`src/gpio_jkl_consts.svh`:
```
// constants for the three-port byte gpio block: addresses, resets, mode codes
`ifndef GPIO_JKL_CONSTS_SVH
`define GPIO_JKL_CONSTS_SVH

// ----------------------------------------------------------------------------
// register addresses (translated alias and untranslated alias)
// ----------------------------------------------------------------------------
`define GJK_ADDR_PORT_A_DATA    32'h0400_0130
`define GJK_ADDR_PORT_B_DATA    32'h0400_0132
`define GJK_ADDR_PORT_C_DATA    32'h0400_0134
`define GJK_ALIAS_UNTRANSLATED  32'ha000_0000
`define GJK_ALIAS_MASK          32'he000_0000

// ----------------------------------------------------------------------------
// reset values and mode codes
// ----------------------------------------------------------------------------
`define GJK_RESET_PORT_A        8'h00
`define GJK_RESET_PORT_B        8'h00
`define GJK_RESET_PORT_C        8'h00
`define GJK_MODE_OTHER          2'h0
`define GJK_MODE_OUTPUT         2'h1
`define GJK_MODE_IN_PULLUP      2'h2
`define GJK_MODE_IN_NOPULL      2'h3

`endif

```
`src/gjk_pkg.sv`:
```
// package with the types of the three-port byte gpio block
package gjk_pkg;
    typedef enum logic [1:0] {
        GJK_OTHER     = 2'h0,
        GJK_OUTPUT    = 2'h1,
        GJK_IN_PULLUP = 2'h2,
        GJK_IN_NOPULL = 2'h3
    } gjk_mode_t;
    typedef logic [7:0] gjk_byte_t;
endpackage

```
`src/gjk_sync.sv`:
```
// two-flop synchroniser for a vector of pin levels
`timescale 1ns/1ps
`default_nettype none
module gjk_sync #(
    parameter int WIDTH = 8
) (
    // clock and reset
    input  wire logic             clock,
    input  wire logic             reset_n,
    input  wire logic             clock_enable,
    // data
    input  wire logic [WIDTH-1:0] async_in,
    output logic      [WIDTH-1:0] sync_out
);
    logic [WIDTH-1:0] stage_one;
    logic [WIDTH-1:0] next_stage_one;
    logic [WIDTH-1:0] next_sync_out;

    initial begin
        if (WIDTH < 1) begin
            $error("gjk_sync: WIDTH must be at least 1");
        end
    end

    always_comb begin
        next_stage_one = clock_enable ? async_in : stage_one;
        next_sync_out  = clock_enable ? stage_one : sync_out;
    end

    always_ff @(posedge clock or negedge reset_n) begin
        if (!reset_n) begin
            stage_one <= '0;
            sync_out  <= '0;
        end else begin
            stage_one <= next_stage_one;
            sync_out  <= next_sync_out;
        end
    end
endmodule
`default_nettype wire

```
`src/gjk_ports.sv`:
```
// three byte-wide port data registers: two bidirectional ports, one input-only port
//
// Summary of operation
// - port a: 8-bit read/write data register
// - port b: identical 8-bit read/write register
// - output mode reads return register bit
// - input modes read synchronised pin level
// - power-on reset clears port a
// - power-on reset clears port b
// - port a kept through standby, sleep, manual reset
// - port b kept likewise
// - mode 00: register read/write, pin undriven
// - mode 01: write drives pin, read register
// - modes 10/11: read pin, write register only
// - pull-up enable follows external controller in mode 10 only
// - port c input only, read-only, resets zero
// - each register answers at two aliases
// - port c: 00/01 read zero, writes ignored
// - port c pins have no pull-up
`timescale 1ns/1ps
`default_nettype none
`include "gpio_jkl_consts.svh"
module gjk_ports
    import gjk_pkg::*;
#(
    parameter int PORT_WIDTH = 8
) (
    // clock, reset (power-on only) and clock enable
    input  wire logic                    clock,
    input  wire logic                    reset_n,
    input  wire logic                    clock_enable,
    // byte register access port
    input  wire logic [31:0]             reg_addr,
    input  wire logic                    reg_read,
    input  wire logic                    reg_write,
    input  wire logic [7:0]              reg_wdata,
    output logic      [7:0]              reg_rdata,
    output logic                         reg_hit,
    // per-pin mode fields and pull-up controls from the pin-function controller
    input  wire logic [PORT_WIDTH-1:0]   port_a_pin_mode_hi,
    input  wire logic [PORT_WIDTH-1:0]   port_a_pin_mode_lo,
    input  wire logic [PORT_WIDTH-1:0]   port_b_pin_mode_hi,
    input  wire logic [PORT_WIDTH-1:0]   port_b_pin_mode_lo,
    input  wire logic [PORT_WIDTH-1:0]   port_c_pin_mode_hi,
    input  wire logic [PORT_WIDTH-1:0]   port_c_pin_mode_lo,
    input  wire logic [PORT_WIDTH-1:0]   port_a_pullup_request,
    input  wire logic [PORT_WIDTH-1:0]   port_b_pullup_request,
    // pins
    input  wire logic [PORT_WIDTH-1:0]   port_a_pin_in,
    output logic      [PORT_WIDTH-1:0]   port_a_pin_out,
    output logic      [PORT_WIDTH-1:0]   port_a_pin_oe_n,
    output logic      [PORT_WIDTH-1:0]   port_a_pullup_en,
    input  wire logic [PORT_WIDTH-1:0]   port_b_pin_in,
    output logic      [PORT_WIDTH-1:0]   port_b_pin_out,
    output logic      [PORT_WIDTH-1:0]   port_b_pin_oe_n,
    output logic      [PORT_WIDTH-1:0]   port_b_pullup_en,
    input  wire logic [PORT_WIDTH-1:0]   port_c_pin
);
    initial begin
        if (PORT_WIDTH != 8) begin
            $error("gjk_ports: registers are byte wide, PORT_WIDTH must be 8");
        end
    end

    // ------------------------------------------------------------------------
    // pin synchronisers
    // ------------------------------------------------------------------------
    logic [PORT_WIDTH-1:0] a_pin_sync;
    logic [PORT_WIDTH-1:0] b_pin_sync;
    logic [PORT_WIDTH-1:0] c_pin_sync;

    gjk_sync #(.WIDTH(PORT_WIDTH)) u_sync_a (
        .clock        (clock),
        .reset_n      (reset_n),
        .clock_enable (clock_enable),
        .async_in     (port_a_pin_in),
        .sync_out     (a_pin_sync)
    );
    gjk_sync #(.WIDTH(PORT_WIDTH)) u_sync_b (
        .clock        (clock),
        .reset_n      (reset_n),
        .clock_enable (clock_enable),
        .async_in     (port_b_pin_in),
        .sync_out     (b_pin_sync)
    );
    gjk_sync #(.WIDTH(PORT_WIDTH)) u_sync_c (
        .clock        (clock),
        .reset_n      (reset_n),
        .clock_enable (clock_enable),
        .async_in     (port_c_pin),
        .sync_out     (c_pin_sync)
    );

    // ------------------------------------------------------------------------
    // address decode
    // ------------------------------------------------------------------------
    // the top three bits pick the alias; both land on the same register
    logic [31:0] phys_addr;
    logic        alias_ok;
    logic        sel_a;
    logic        sel_b;
    logic        sel_c;

    always_comb begin
        phys_addr = reg_addr & ~`GJK_ALIAS_MASK;
        alias_ok  = ((reg_addr & `GJK_ALIAS_MASK) == 32'h0000_0000)
                  || ((reg_addr & `GJK_ALIAS_MASK) == `GJK_ALIAS_UNTRANSLATED);
        sel_a     = alias_ok && (phys_addr == `GJK_ADDR_PORT_A_DATA);
        sel_b     = alias_ok && (phys_addr == `GJK_ADDR_PORT_B_DATA);
        sel_c     = alias_ok && (phys_addr == `GJK_ADDR_PORT_C_DATA);
    end

    // ------------------------------------------------------------------------
    // data registers
    // ------------------------------------------------------------------------
    // only reset_n (power-on) clears them; standby, sleep and manual reset
    // do not reach this block, so contents survive them
    gjk_byte_t bidir_port_a_data;
    gjk_byte_t bidir_port_b_data;
    gjk_byte_t next_bidir_port_a_data;
    gjk_byte_t next_bidir_port_b_data;

    always_comb begin
        next_bidir_port_a_data = bidir_port_a_data;
        next_bidir_port_b_data = bidir_port_b_data;
        if (clock_enable && reg_write && sel_a) begin
            next_bidir_port_a_data = reg_wdata;
        end
        if (clock_enable && reg_write && sel_b) begin
            next_bidir_port_b_data = reg_wdata;
        end
        // writes to port c fall through with no effect
    end

    always_ff @(posedge clock or negedge reset_n) begin
        if (!reset_n) begin
            bidir_port_a_data <= `GJK_RESET_PORT_A;
            bidir_port_b_data <= `GJK_RESET_PORT_B;
        end else begin
            bidir_port_a_data <= next_bidir_port_a_data;
            bidir_port_b_data <= next_bidir_port_b_data;
        end
    end

    // ------------------------------------------------------------------------
    // per-pin read value and pin drive
    // ------------------------------------------------------------------------
    gjk_byte_t         a_view;
    gjk_byte_t         b_view;
    gjk_byte_t         input_port_c_data;
    logic [PORT_WIDTH-1:0] next_a_oe_n;
    logic [PORT_WIDTH-1:0] next_b_oe_n;
    logic [PORT_WIDTH-1:0] next_a_pu;
    logic [PORT_WIDTH-1:0] next_b_pu;

    always_comb begin
        for (int i = 0; i < PORT_WIDTH; i++) begin
            // port a
            unique case (gjk_mode_t'({port_a_pin_mode_hi[i], port_a_pin_mode_lo[i]}))
                GJK_OTHER, GJK_OUTPUT: a_view[i] = bidir_port_a_data[i];
                GJK_IN_PULLUP, GJK_IN_NOPULL: a_view[i] = a_pin_sync[i];
            endcase
            next_a_oe_n[i] = !(!port_a_pin_mode_hi[i] && port_a_pin_mode_lo[i]);
            next_a_pu[i]   = port_a_pullup_request[i] && port_a_pin_mode_hi[i]
                           && !port_a_pin_mode_lo[i];
            // port b
            unique case (gjk_mode_t'({port_b_pin_mode_hi[i], port_b_pin_mode_lo[i]}))
                GJK_OTHER, GJK_OUTPUT: b_view[i] = bidir_port_b_data[i];
                GJK_IN_PULLUP, GJK_IN_NOPULL: b_view[i] = b_pin_sync[i];
            endcase
            next_b_oe_n[i] = !(!port_b_pin_mode_hi[i] && port_b_pin_mode_lo[i]);
            next_b_pu[i]   = port_b_pullup_request[i] && port_b_pin_mode_hi[i]
                           && !port_b_pin_mode_lo[i];
            // port c: input only, no pull-up exists
            input_port_c_data[i] = port_c_pin_mode_hi[i] ? c_pin_sync[i] : 1'b0;
        end
    end

    // ------------------------------------------------------------------------
    // registered outputs
    // ------------------------------------------------------------------------
    gjk_byte_t              next_reg_rdata;
    logic                   next_reg_hit;
    logic [PORT_WIDTH-1:0]  next_a_out;
    logic [PORT_WIDTH-1:0]  next_b_out;

    always_comb begin
        next_reg_rdata = reg_rdata;
        next_reg_hit   = reg_hit;
        next_a_out     = port_a_pin_out;
        next_b_out     = port_b_pin_out;
        if (clock_enable) begin
            next_reg_hit   = (reg_read || reg_write) && (sel_a || sel_b || sel_c);
            next_reg_rdata = 8'h00;
            if (reg_read) begin
                if (sel_a) begin
                    next_reg_rdata = a_view;
                end else if (sel_b) begin
                    next_reg_rdata = b_view;
                end else if (sel_c) begin
                    next_reg_rdata = input_port_c_data;
                end
            end
            // pin follows the register; only output mode enables the driver
            next_a_out = next_bidir_port_a_data;
            next_b_out = next_bidir_port_b_data;
        end
    end

    always_ff @(posedge clock or negedge reset_n) begin
        if (!reset_n) begin
            reg_rdata        <= 8'h00;
            reg_hit          <= 1'b0;
            port_a_pin_out   <= `GJK_RESET_PORT_A;
            port_b_pin_out   <= `GJK_RESET_PORT_B;
            port_a_pin_oe_n  <= '1;
            port_b_pin_oe_n  <= '1;
            port_a_pullup_en <= '0;
            port_b_pullup_en <= '0;
        end else begin
            reg_rdata        <= next_reg_rdata;
            reg_hit          <= next_reg_hit;
            port_a_pin_out   <= next_a_out;
            port_b_pin_out   <= next_b_out;
            if (clock_enable) begin
                port_a_pin_oe_n  <= next_a_oe_n;
                port_b_pin_oe_n  <= next_b_oe_n;
                port_a_pullup_en <= next_a_pu;
                port_b_pullup_en <= next_b_pu;
            end
        end
    end
endmodule
`default_nettype wire

```
`config.mk`:
```
export PLATFORM = sky130hd
export DESIGN_NAME = gjk_ports
export DESIGN_NICKNAME = d
export VERILOG_FILES = /design/src/gjk_pkg.sv /design/src/gjk_sync.sv /design/src/gjk_ports.sv
export VERILOG_INCLUDE_DIRS = /design/src
export SDC_FILE = /design/constraint.sdc
export NUM_CORES = 1
export LEC_CHECK = 0
export BUFFER_PORTS_ARGS = -buffer_cell sky130_fd_sc_hd__buf_4
export CELL_PAD_IN_SITES_DETAIL_PLACEMENT = 1
export CELL_PAD_IN_SITES_GLOBAL_PLACEMENT = 1
export CORE_MARGIN = 5
export CORE_UTILIZATION = 41
export CTS_CLUSTER_SIZE = 10
export DETAILED_ROUTE_END_ITERATION = 10
export GPL_TIMING_DRIVEN = 0
export PLACE_DENSITY_LB_ADDON = 0.1
export SYNTH_ARGS = -nofsm -noshare
export SYNTH_HDL_FRONTEND = slang
export SYNTH_SLANG_ARGS = --single-unit
```
`constraint.sdc`:
```
create_clock -name clock -period 2.2 [get_ports clock]
set_input_delay 0.33 -clock clock [delete_from_list [all_inputs] [get_ports clock]]
set_output_delay 0.33 -clock clock [all_outputs]
set_load 0.01 [all_outputs]
```
==> summary.md, run 1 <==
| Metric | Value |
|---|---|
| Status | finished, final reports clean |
| Fmax | 460 MHz |
| Die area | 15700 sq um |
| Mapped Nets | 602 |
| Synthesized area | 5460 sq um |
| Root Buffer | clkbuf_16 |
| Hpwl dp | 13400 microns |
| Worst reg2reg startpoint | bidir_port_b_data[0]$_DFF_PN0_ |
| Slew @ Worst Pin | 0.713 ns |
| Final period utilization | 98.8% |
| Initial core utilization | 41.6% |
| Final worst slack | 0.0275 ns |
| Port bufs | 181 |
| LEAKAGE | 3.71 nW |
| CP Max Fanout | 7 |
| Global-route wire length before repair | 29400 microns |
| DRC | 0 |
| Cell Rows | 42 |
| Synthesized area per cell | 11.6 sq um |
| Sequential fraction of the synthesis area | 55.8% |
| Num CTS Buffers | 17 |
| Filler instances | 1382 |
| EDFF count, synth | 0 |
| Number of distinct library cells after synthesis | 35 |
| Min Hold Slack | 0.0563 ns |
| DR WL/cell | 21.7 microns |
| Post-synth top area cell | dfrtp_1 |
| Crit path time final | 2.17 ns |
| Clock Sinks | 121 |
| Async SR Flop Fraction | 100% |
| Total Nets Final | 806 |
| Min-Delay Endpoint | port_a_pin_oe_n[5]$_DFFE_PN1P_ |
| Core ar. | 13100 sq um |
| Clk Latency, worst-skew pair | 0.42 ns |
| Grt total ovfl | 0 |
| Placement Setup Slack | -0.586 ns |
| Reg2reg setup slack | 0.84 ns |
| Antenna viol nets, final | 0 |
| Pwr/cell area | 807 nW/um^2 |
| CTS tree | built |
| Total power | 6.30 mW |
| Via Count | 4811 |
| Slew margin rel. | 52.5% |
| Worst path bufs/invs | 3 |
| CP required | 2.52 ns |
| CP cell instances | buf_4 -> or4b_4 -> or4_4 -> buf_6 -> or2_2 -> clkbuf_2 -> o31ai_4 |
| Maximum vdd drop | 539 uV |
| Largest net degree at the start of global routing | 85 |
| Layout cell share with drive strength beyond 1 | 45.8% |
| Register bit count reported by yosys | 121 |
| Worst path top cell family by delay | simple AND/OR/NAND/NOR gates |
| Largest stage delay on the critical path | 0.55 ns |
| Total Routed Length | 18700 microns |
| Final core occ | 59.5% |
| Crit path from | reg_addr[27] |
| CP Capture Type | flip-flop |
| Most common cell in the netlist | dfrtp_1 |
| Clock Tree Buf Depth | 2 |
| Top post-synthesis cells by area | dfrtp_1, mux2_2, dfstp_2, o311a_1, nand2_1 |
| Number of global-route vias before repair | 5357 |
| Setup crit start kind | input port |
| Ys Warns | 0 |
| I/O pin count | 190 |
| Slowest cell on crit path | or4_4 |
| Top_reg_cell synth | dfrtp_1 |
| Post-Layout Cell Count | 862 |
| P&R area growth vs syn | 43.0% |
| N_diodes | 0 |
| Initial antenna violation count | 0 |
| Hold depth | 2 |
| Vias per Instance | 5.58 |
| Setup CP Type | in -> reg |
| DP Cell Count | 827 |
| Slew Viols, Final | 0 |
| CTS clk-pin slew, worst paths | 0.05 ns |
| RSZ-0062 raised after global routing | yes |
| Hold crit path type | in -> reg |
| Gr usage total | 24.0% |
| Final setup violating endpoints | 0 |
| Die Y | 125 microns |
| Worst hold start | port_a_pin_mode_lo[5] |
| Commonest cells in the synthesized netlist | dfrtp_1, mux2_2, nand2_1 |
| Area occupied by multi-input gates | 2190 sq um |
| Synthesized instance count | 469 |
| Final Wtd Congestion | 0.862 |
| Synth top area share | 48.1% |
| Register area | 3050 sq um |
| Drt pass-1 iters | 4 |
| Total of max-cap violations | 0 |
| Final Skew | 0.00786 ns |
| R2R cell count | 4 |
| # H-tree levels | 4 |
| Final hold violations | 0 |
| Initial DRC Count | 214 |
| CP Data Arrival Time | 2.49 ns |
| Reg2reg end | reg_rdata[0]$_DFFE_PN0P_ |
| Die Wd | 125 microns |
==> cell usage in the layout, fill, tap and decap left out, drive strengths merged, types with 2 or more instances in the layout <==
master	netlist	final
o32ai	16	16
nor4bb	2	2
buf	9	193
nor2	26	26
clkbuf	23	43
dfstp	16	16
or4	5	5
bufinv	0	5
clkinv	0	3
a21oi	8	8
a31oi	16	16
or4b	2	2
o21ai	8	8
mux2	65	65
nand4	2	2
nand2	42	42
a211o	12	12
mux2i	8	8
o311a	16	16
o31ai	8	8
a221o	4	4
inv	33	33
clkinvlp	0	4
nor4	21	21
or2	2	2
nor2b	7	7
a211oi	7	7
dfrtp	105	105
==> metrics by stage <==
step / setup TNS (ns) / area, sq um
after CTS: 0 / 7800
final: 0 / 7810
after floorplan: -5.71 / 5460
after global placement: -19.29 / 7040
after detailed placement: -19.82 / 7070
after global routing: -0.0798 / 7810
==> power breakdown <==
group          total, mW  switching (mW)  internal [mW]  leakage, nW
sequential          2.48          0.0876           2.40         1.52
clock               3.12            1.03           2.09        0.314
combinational      0.696           0.339          0.358         1.88
==> how the worst max path moves through the flow <==
stage	slack [ns]	to	cells past startpoint
3_5_place_dp	-0.59	bidir_port_b_data[2]$_DFF_PN0_	6
2_1_floorplan	-0.22	bidir_port_b_data[0]$_DFF_PN0_	5
6_report	0.03	reg_rdata[0]$_DFFE_PN0P_	7
4_1_cts	0.006	bidir_port_b_data[2]$_DFF_PN0_	7
3_3_place_gp	-0.58	bidir_port_b_data[6]$_DFF_PN0_	6
5_1_grt	-0.02	reg_rdata[1]$_DFFE_PN0P_	7
==> cell families after synthesis <==
family	Yosys count	synth area share [%]
AOI/OAI and AO/OA	96	13.7
xor gates and xnor gates	1	0.160
buffers and inverters	65	4.63
DFF	121	55.8
muxes	73	14.9
and+or+nand+nor	113	10.9
==> per-layer routing <==
layer / share of wire, % / routed length (microns) / up-vias / track usage (%)
met3: 7.4 / 1400 / 23 / 6.48
met2: 51 / 9470 / 208 / 41.3
met4: 1.5 / 284 / 0 / 7.46
met1: 40 / 7570 / 2445 / 29.5
li1: - / - / 2135 / -
met5: 0 / 0 / - / 0
==> timing repair <==
action / in CTS / in global routing
pin swaps: 1 / 1
setup endpoints to repair: 31 / 34
buffers inserted: 2 / 0
gates resized for setup: 9 / 3
endpoints found under the hold margin: 35 / 0
hold buffers: 1 / 0
==> cell type report <==
| class | count | area share [%] |
|---|---|---|
| flip-flops and latches | 121 | 39.0 |
| multi-input cells | 283 | 28.1 |
| repair buffers | 185 | 18.2 |
| clock buffers | 20 | 5.97 |
| well taps | 176 | 2.82 |
| clock inverters | 12 | 2.50 |
| plain buffers | 32 | 1.86 |
| inverters | 33 | 1.59 |
Note: power is estimated with default switching activity, not from simulation.
==> run 2: changes to the inputs <==
--- a/config.mk
+++ b/config.mk
@@ -14,7 +14,7 @@
 export CTS_CLUSTER_SIZE = 10
 export DETAILED_ROUTE_END_ITERATION = 10
 export GPL_TIMING_DRIVEN = 0
-export PLACE_DENSITY_LB_ADDON = 0.1
+export PLACE_DENSITY = 0.88
 export SYNTH_ARGS = -nofsm -noshare
 export SYNTH_HDL_FRONTEND = slang
 export SYNTH_SLANG_ARGS = --single-unit
==> summary.md, run 2 (synthesis results as in run 1) <==
| Metric | Value |
|---|---|
| Status | finished, final reports clean |
| Maximum vdd drop | 561 uV |
| Worst hold start | port_b_pin_mode_lo[4] |
| N_diodes | 0 |
| Worst path bufs/invs | 2 |
| Slew @ Worst Pin | 0.689 ns |
| Most common cell after layout, fill and taps aside | buf_4 |
| Setup tns final | 0 ns |
| DRC | 0 |
| Root Buffer | clkbuf_16 |
| Antenna viol nets, final | 0 |
| GR peak layer | met2 |
| Final Wtd Congestion | 0.854 |
| # H-tree levels | 4 |
| Largest net degree at the start of global routing | 101 |
| Reg2reg setup slack | 0.94 ns |
| Grt total ovfl | 0 |
| Global-route wire length before repair | 30100 microns |
| Number of global-route vias before repair | 5467 |
| Clk Latency, worst-skew pair | 0.41 ns |
| Die Y | 125 microns |
| Most frequent cells in the layout | buf_4, dfrtp_1, mux2_2 |
| Worst reg2reg startpoint | bidir_port_a_data[7]$_DFF_PN0_ |
| Slowest cell on crit path | or4_4 |
| Drt pass-1 iters | 5 |
| CP most frequent cell | buf_4 |
| DR WL/cell | 22.1 microns |
| Met3 usage | 6.31% |
| CP Capture Type | flip-flop |
| Cell Rows | 42 |
| Total of max-cap violations | 0 |
| DP Cell Count | 827 |
| Placement Setup Slack | -0.598 ns |
| Final core occ | 58.4% |
| Total Routed Length | 19000 microns |
| LEAKAGE | 3.66 nW |
| Final Skew | 0.00809 ns |
| Layout cell share with drive strength beyond 1 | 44.6% |
| Via Count | 4785 |
| CP cell instances | buf_4 -> or4b_4 -> or4_4 -> buf_4 -> o311a_1 -> a211o_1 |
| Final period utilization | 98.1% |
| Die area | 15700 sq um |
| Initial antenna violation count | 0 |
| Num CTS Buffers | 17 |
| CTS tree | built |
| Register area | 3050 sq um |
| CP required | 2.49 ns |
| Setup CP Type | in -> reg |
| Placed Area | 7070 sq um |
| Final hold violations | 0 |
| Pwr/cell area | 739 nW/um^2 |
| I/O pin count | 190 |
| Total Nets Final | 806 |
| Total power | 5.67 mW |
| Fmax | 464 MHz |
| Final setup violating endpoints | 0 |
| CP Data Arrival Time | 2.44 ns |
| Hold crit path type | in -> reg |
| Die Wd | 125 microns |
| R2R cell count | 3 |
| Worst path top cell family by delay | simple AND/OR/NAND/NOR gates |
| Area occupied by multi-input gates | 2190 sq um |
| Clock Tree Buf Depth | 2 |
| Clock Sinks | 121 |
| Filler instances | 1417 |
| Core ar. | 13100 sq um |
| Hold depth | 2 |
| Gr usage total | 24.5% |
| Reg2reg end | reg_rdata[7]$_DFFE_PN0P_ |
| Min Hold Slack | 0.0753 ns |
| Port bufs | 181 |
| Crit path time final | 2.16 ns |
| Slew margin rel. | 54.0% |
| Slew Viols, Final | 0 |
| Post-route cell area | 7670 sq um |
| Min-Delay Endpoint | port_b_pin_oe_n[4]$_DFFE_PN1P_ |
| Post-Layout Cell Count | 862 |
| Final worst slack | 0.0428 ns |
| Initial core utilization | 41.6% |
| RSZ-0062 raised after global routing | no |
| Setup crit start kind | input port |
| P&R area growth vs syn | 40.4% |
| Met1 usage | 29.4% |
| Largest stage delay on the critical path | 0.62 ns |
| CP Max Fanout | 10 |
| Hpwl dp | 14100 microns |
| Met2 Usage GRT | 42.8% |
| CTS clk-pin slew, worst paths | 0.05 ns |
| Vias per Instance | 5.55 |
| Initial DRC Count | 276 |
## run 2: layer usage
layer	vias up	share of wire (%)	wire length (microns)
met3	26	5.9	1130
met1	2407	41	7780
li1	2149	-	-
met5	-	0	0
met4	0	2.0	378
met2	203	51	9750
## run 2: cell type report
type | instances | area share [%]
Timing Repair Buffer | 186 | 18.6
Sequential cell | 121 | 39.7
Clock buffer | 29 | 6.66
Multi-Input combinational cell | 283 | 28.6
Clock inverter | 3 | 0.196
Inverter | 33 | 1.62
Tap cell | 176 | 2.87
Buffer | 31 | 1.75
## run 2: timing repair
item | in CTS | in global routing
hold buffers | 1 | 0
gates resized for setup | 10 | 1
pin swaps | 1 | 2
buffers inserted | 1 | 2
hold endpoints to repair | 21 | 0
setup endpoints to repair | 31 | 33
## run 2: how the worst max path moves through the flow
stage	startpoint	end	slack [ns]	cells after the start
floorplan	reg_addr[27]	bidir_port_b_data[0]$_DFF_PN0_	-0.22	5
global placement	reg_addr[27]	bidir_port_b_data[7]$_DFF_PN0_	-0.56	6
detailed placement	reg_addr[27]	bidir_port_b_data[3]$_DFF_PN0_	-0.60	6
CTS	reg_addr[27]	bidir_port_b_data[3]$_DFF_PN0_	0.007	7
global route	reg_addr[27]	reg_rdata[2]$_DFFE_PN0P_	0.02	6
finish	reg_addr[27]	port_a_pin_out[1]$_DFFE_PN0P_	0.04	6
## run 2: worst reg2reg max path, cell delays in order, from the launching register on
cell and delay, ns:
dfrtp_1 0.41, mux2_2 0.30, nor4_1 0.33, o31ai_1 0.11
## run 2: power breakdown
part	internal, mW	switching [mW]
combinational	0.358	0.345
clock	1.55	0.920
sequential	2.40	0.0919
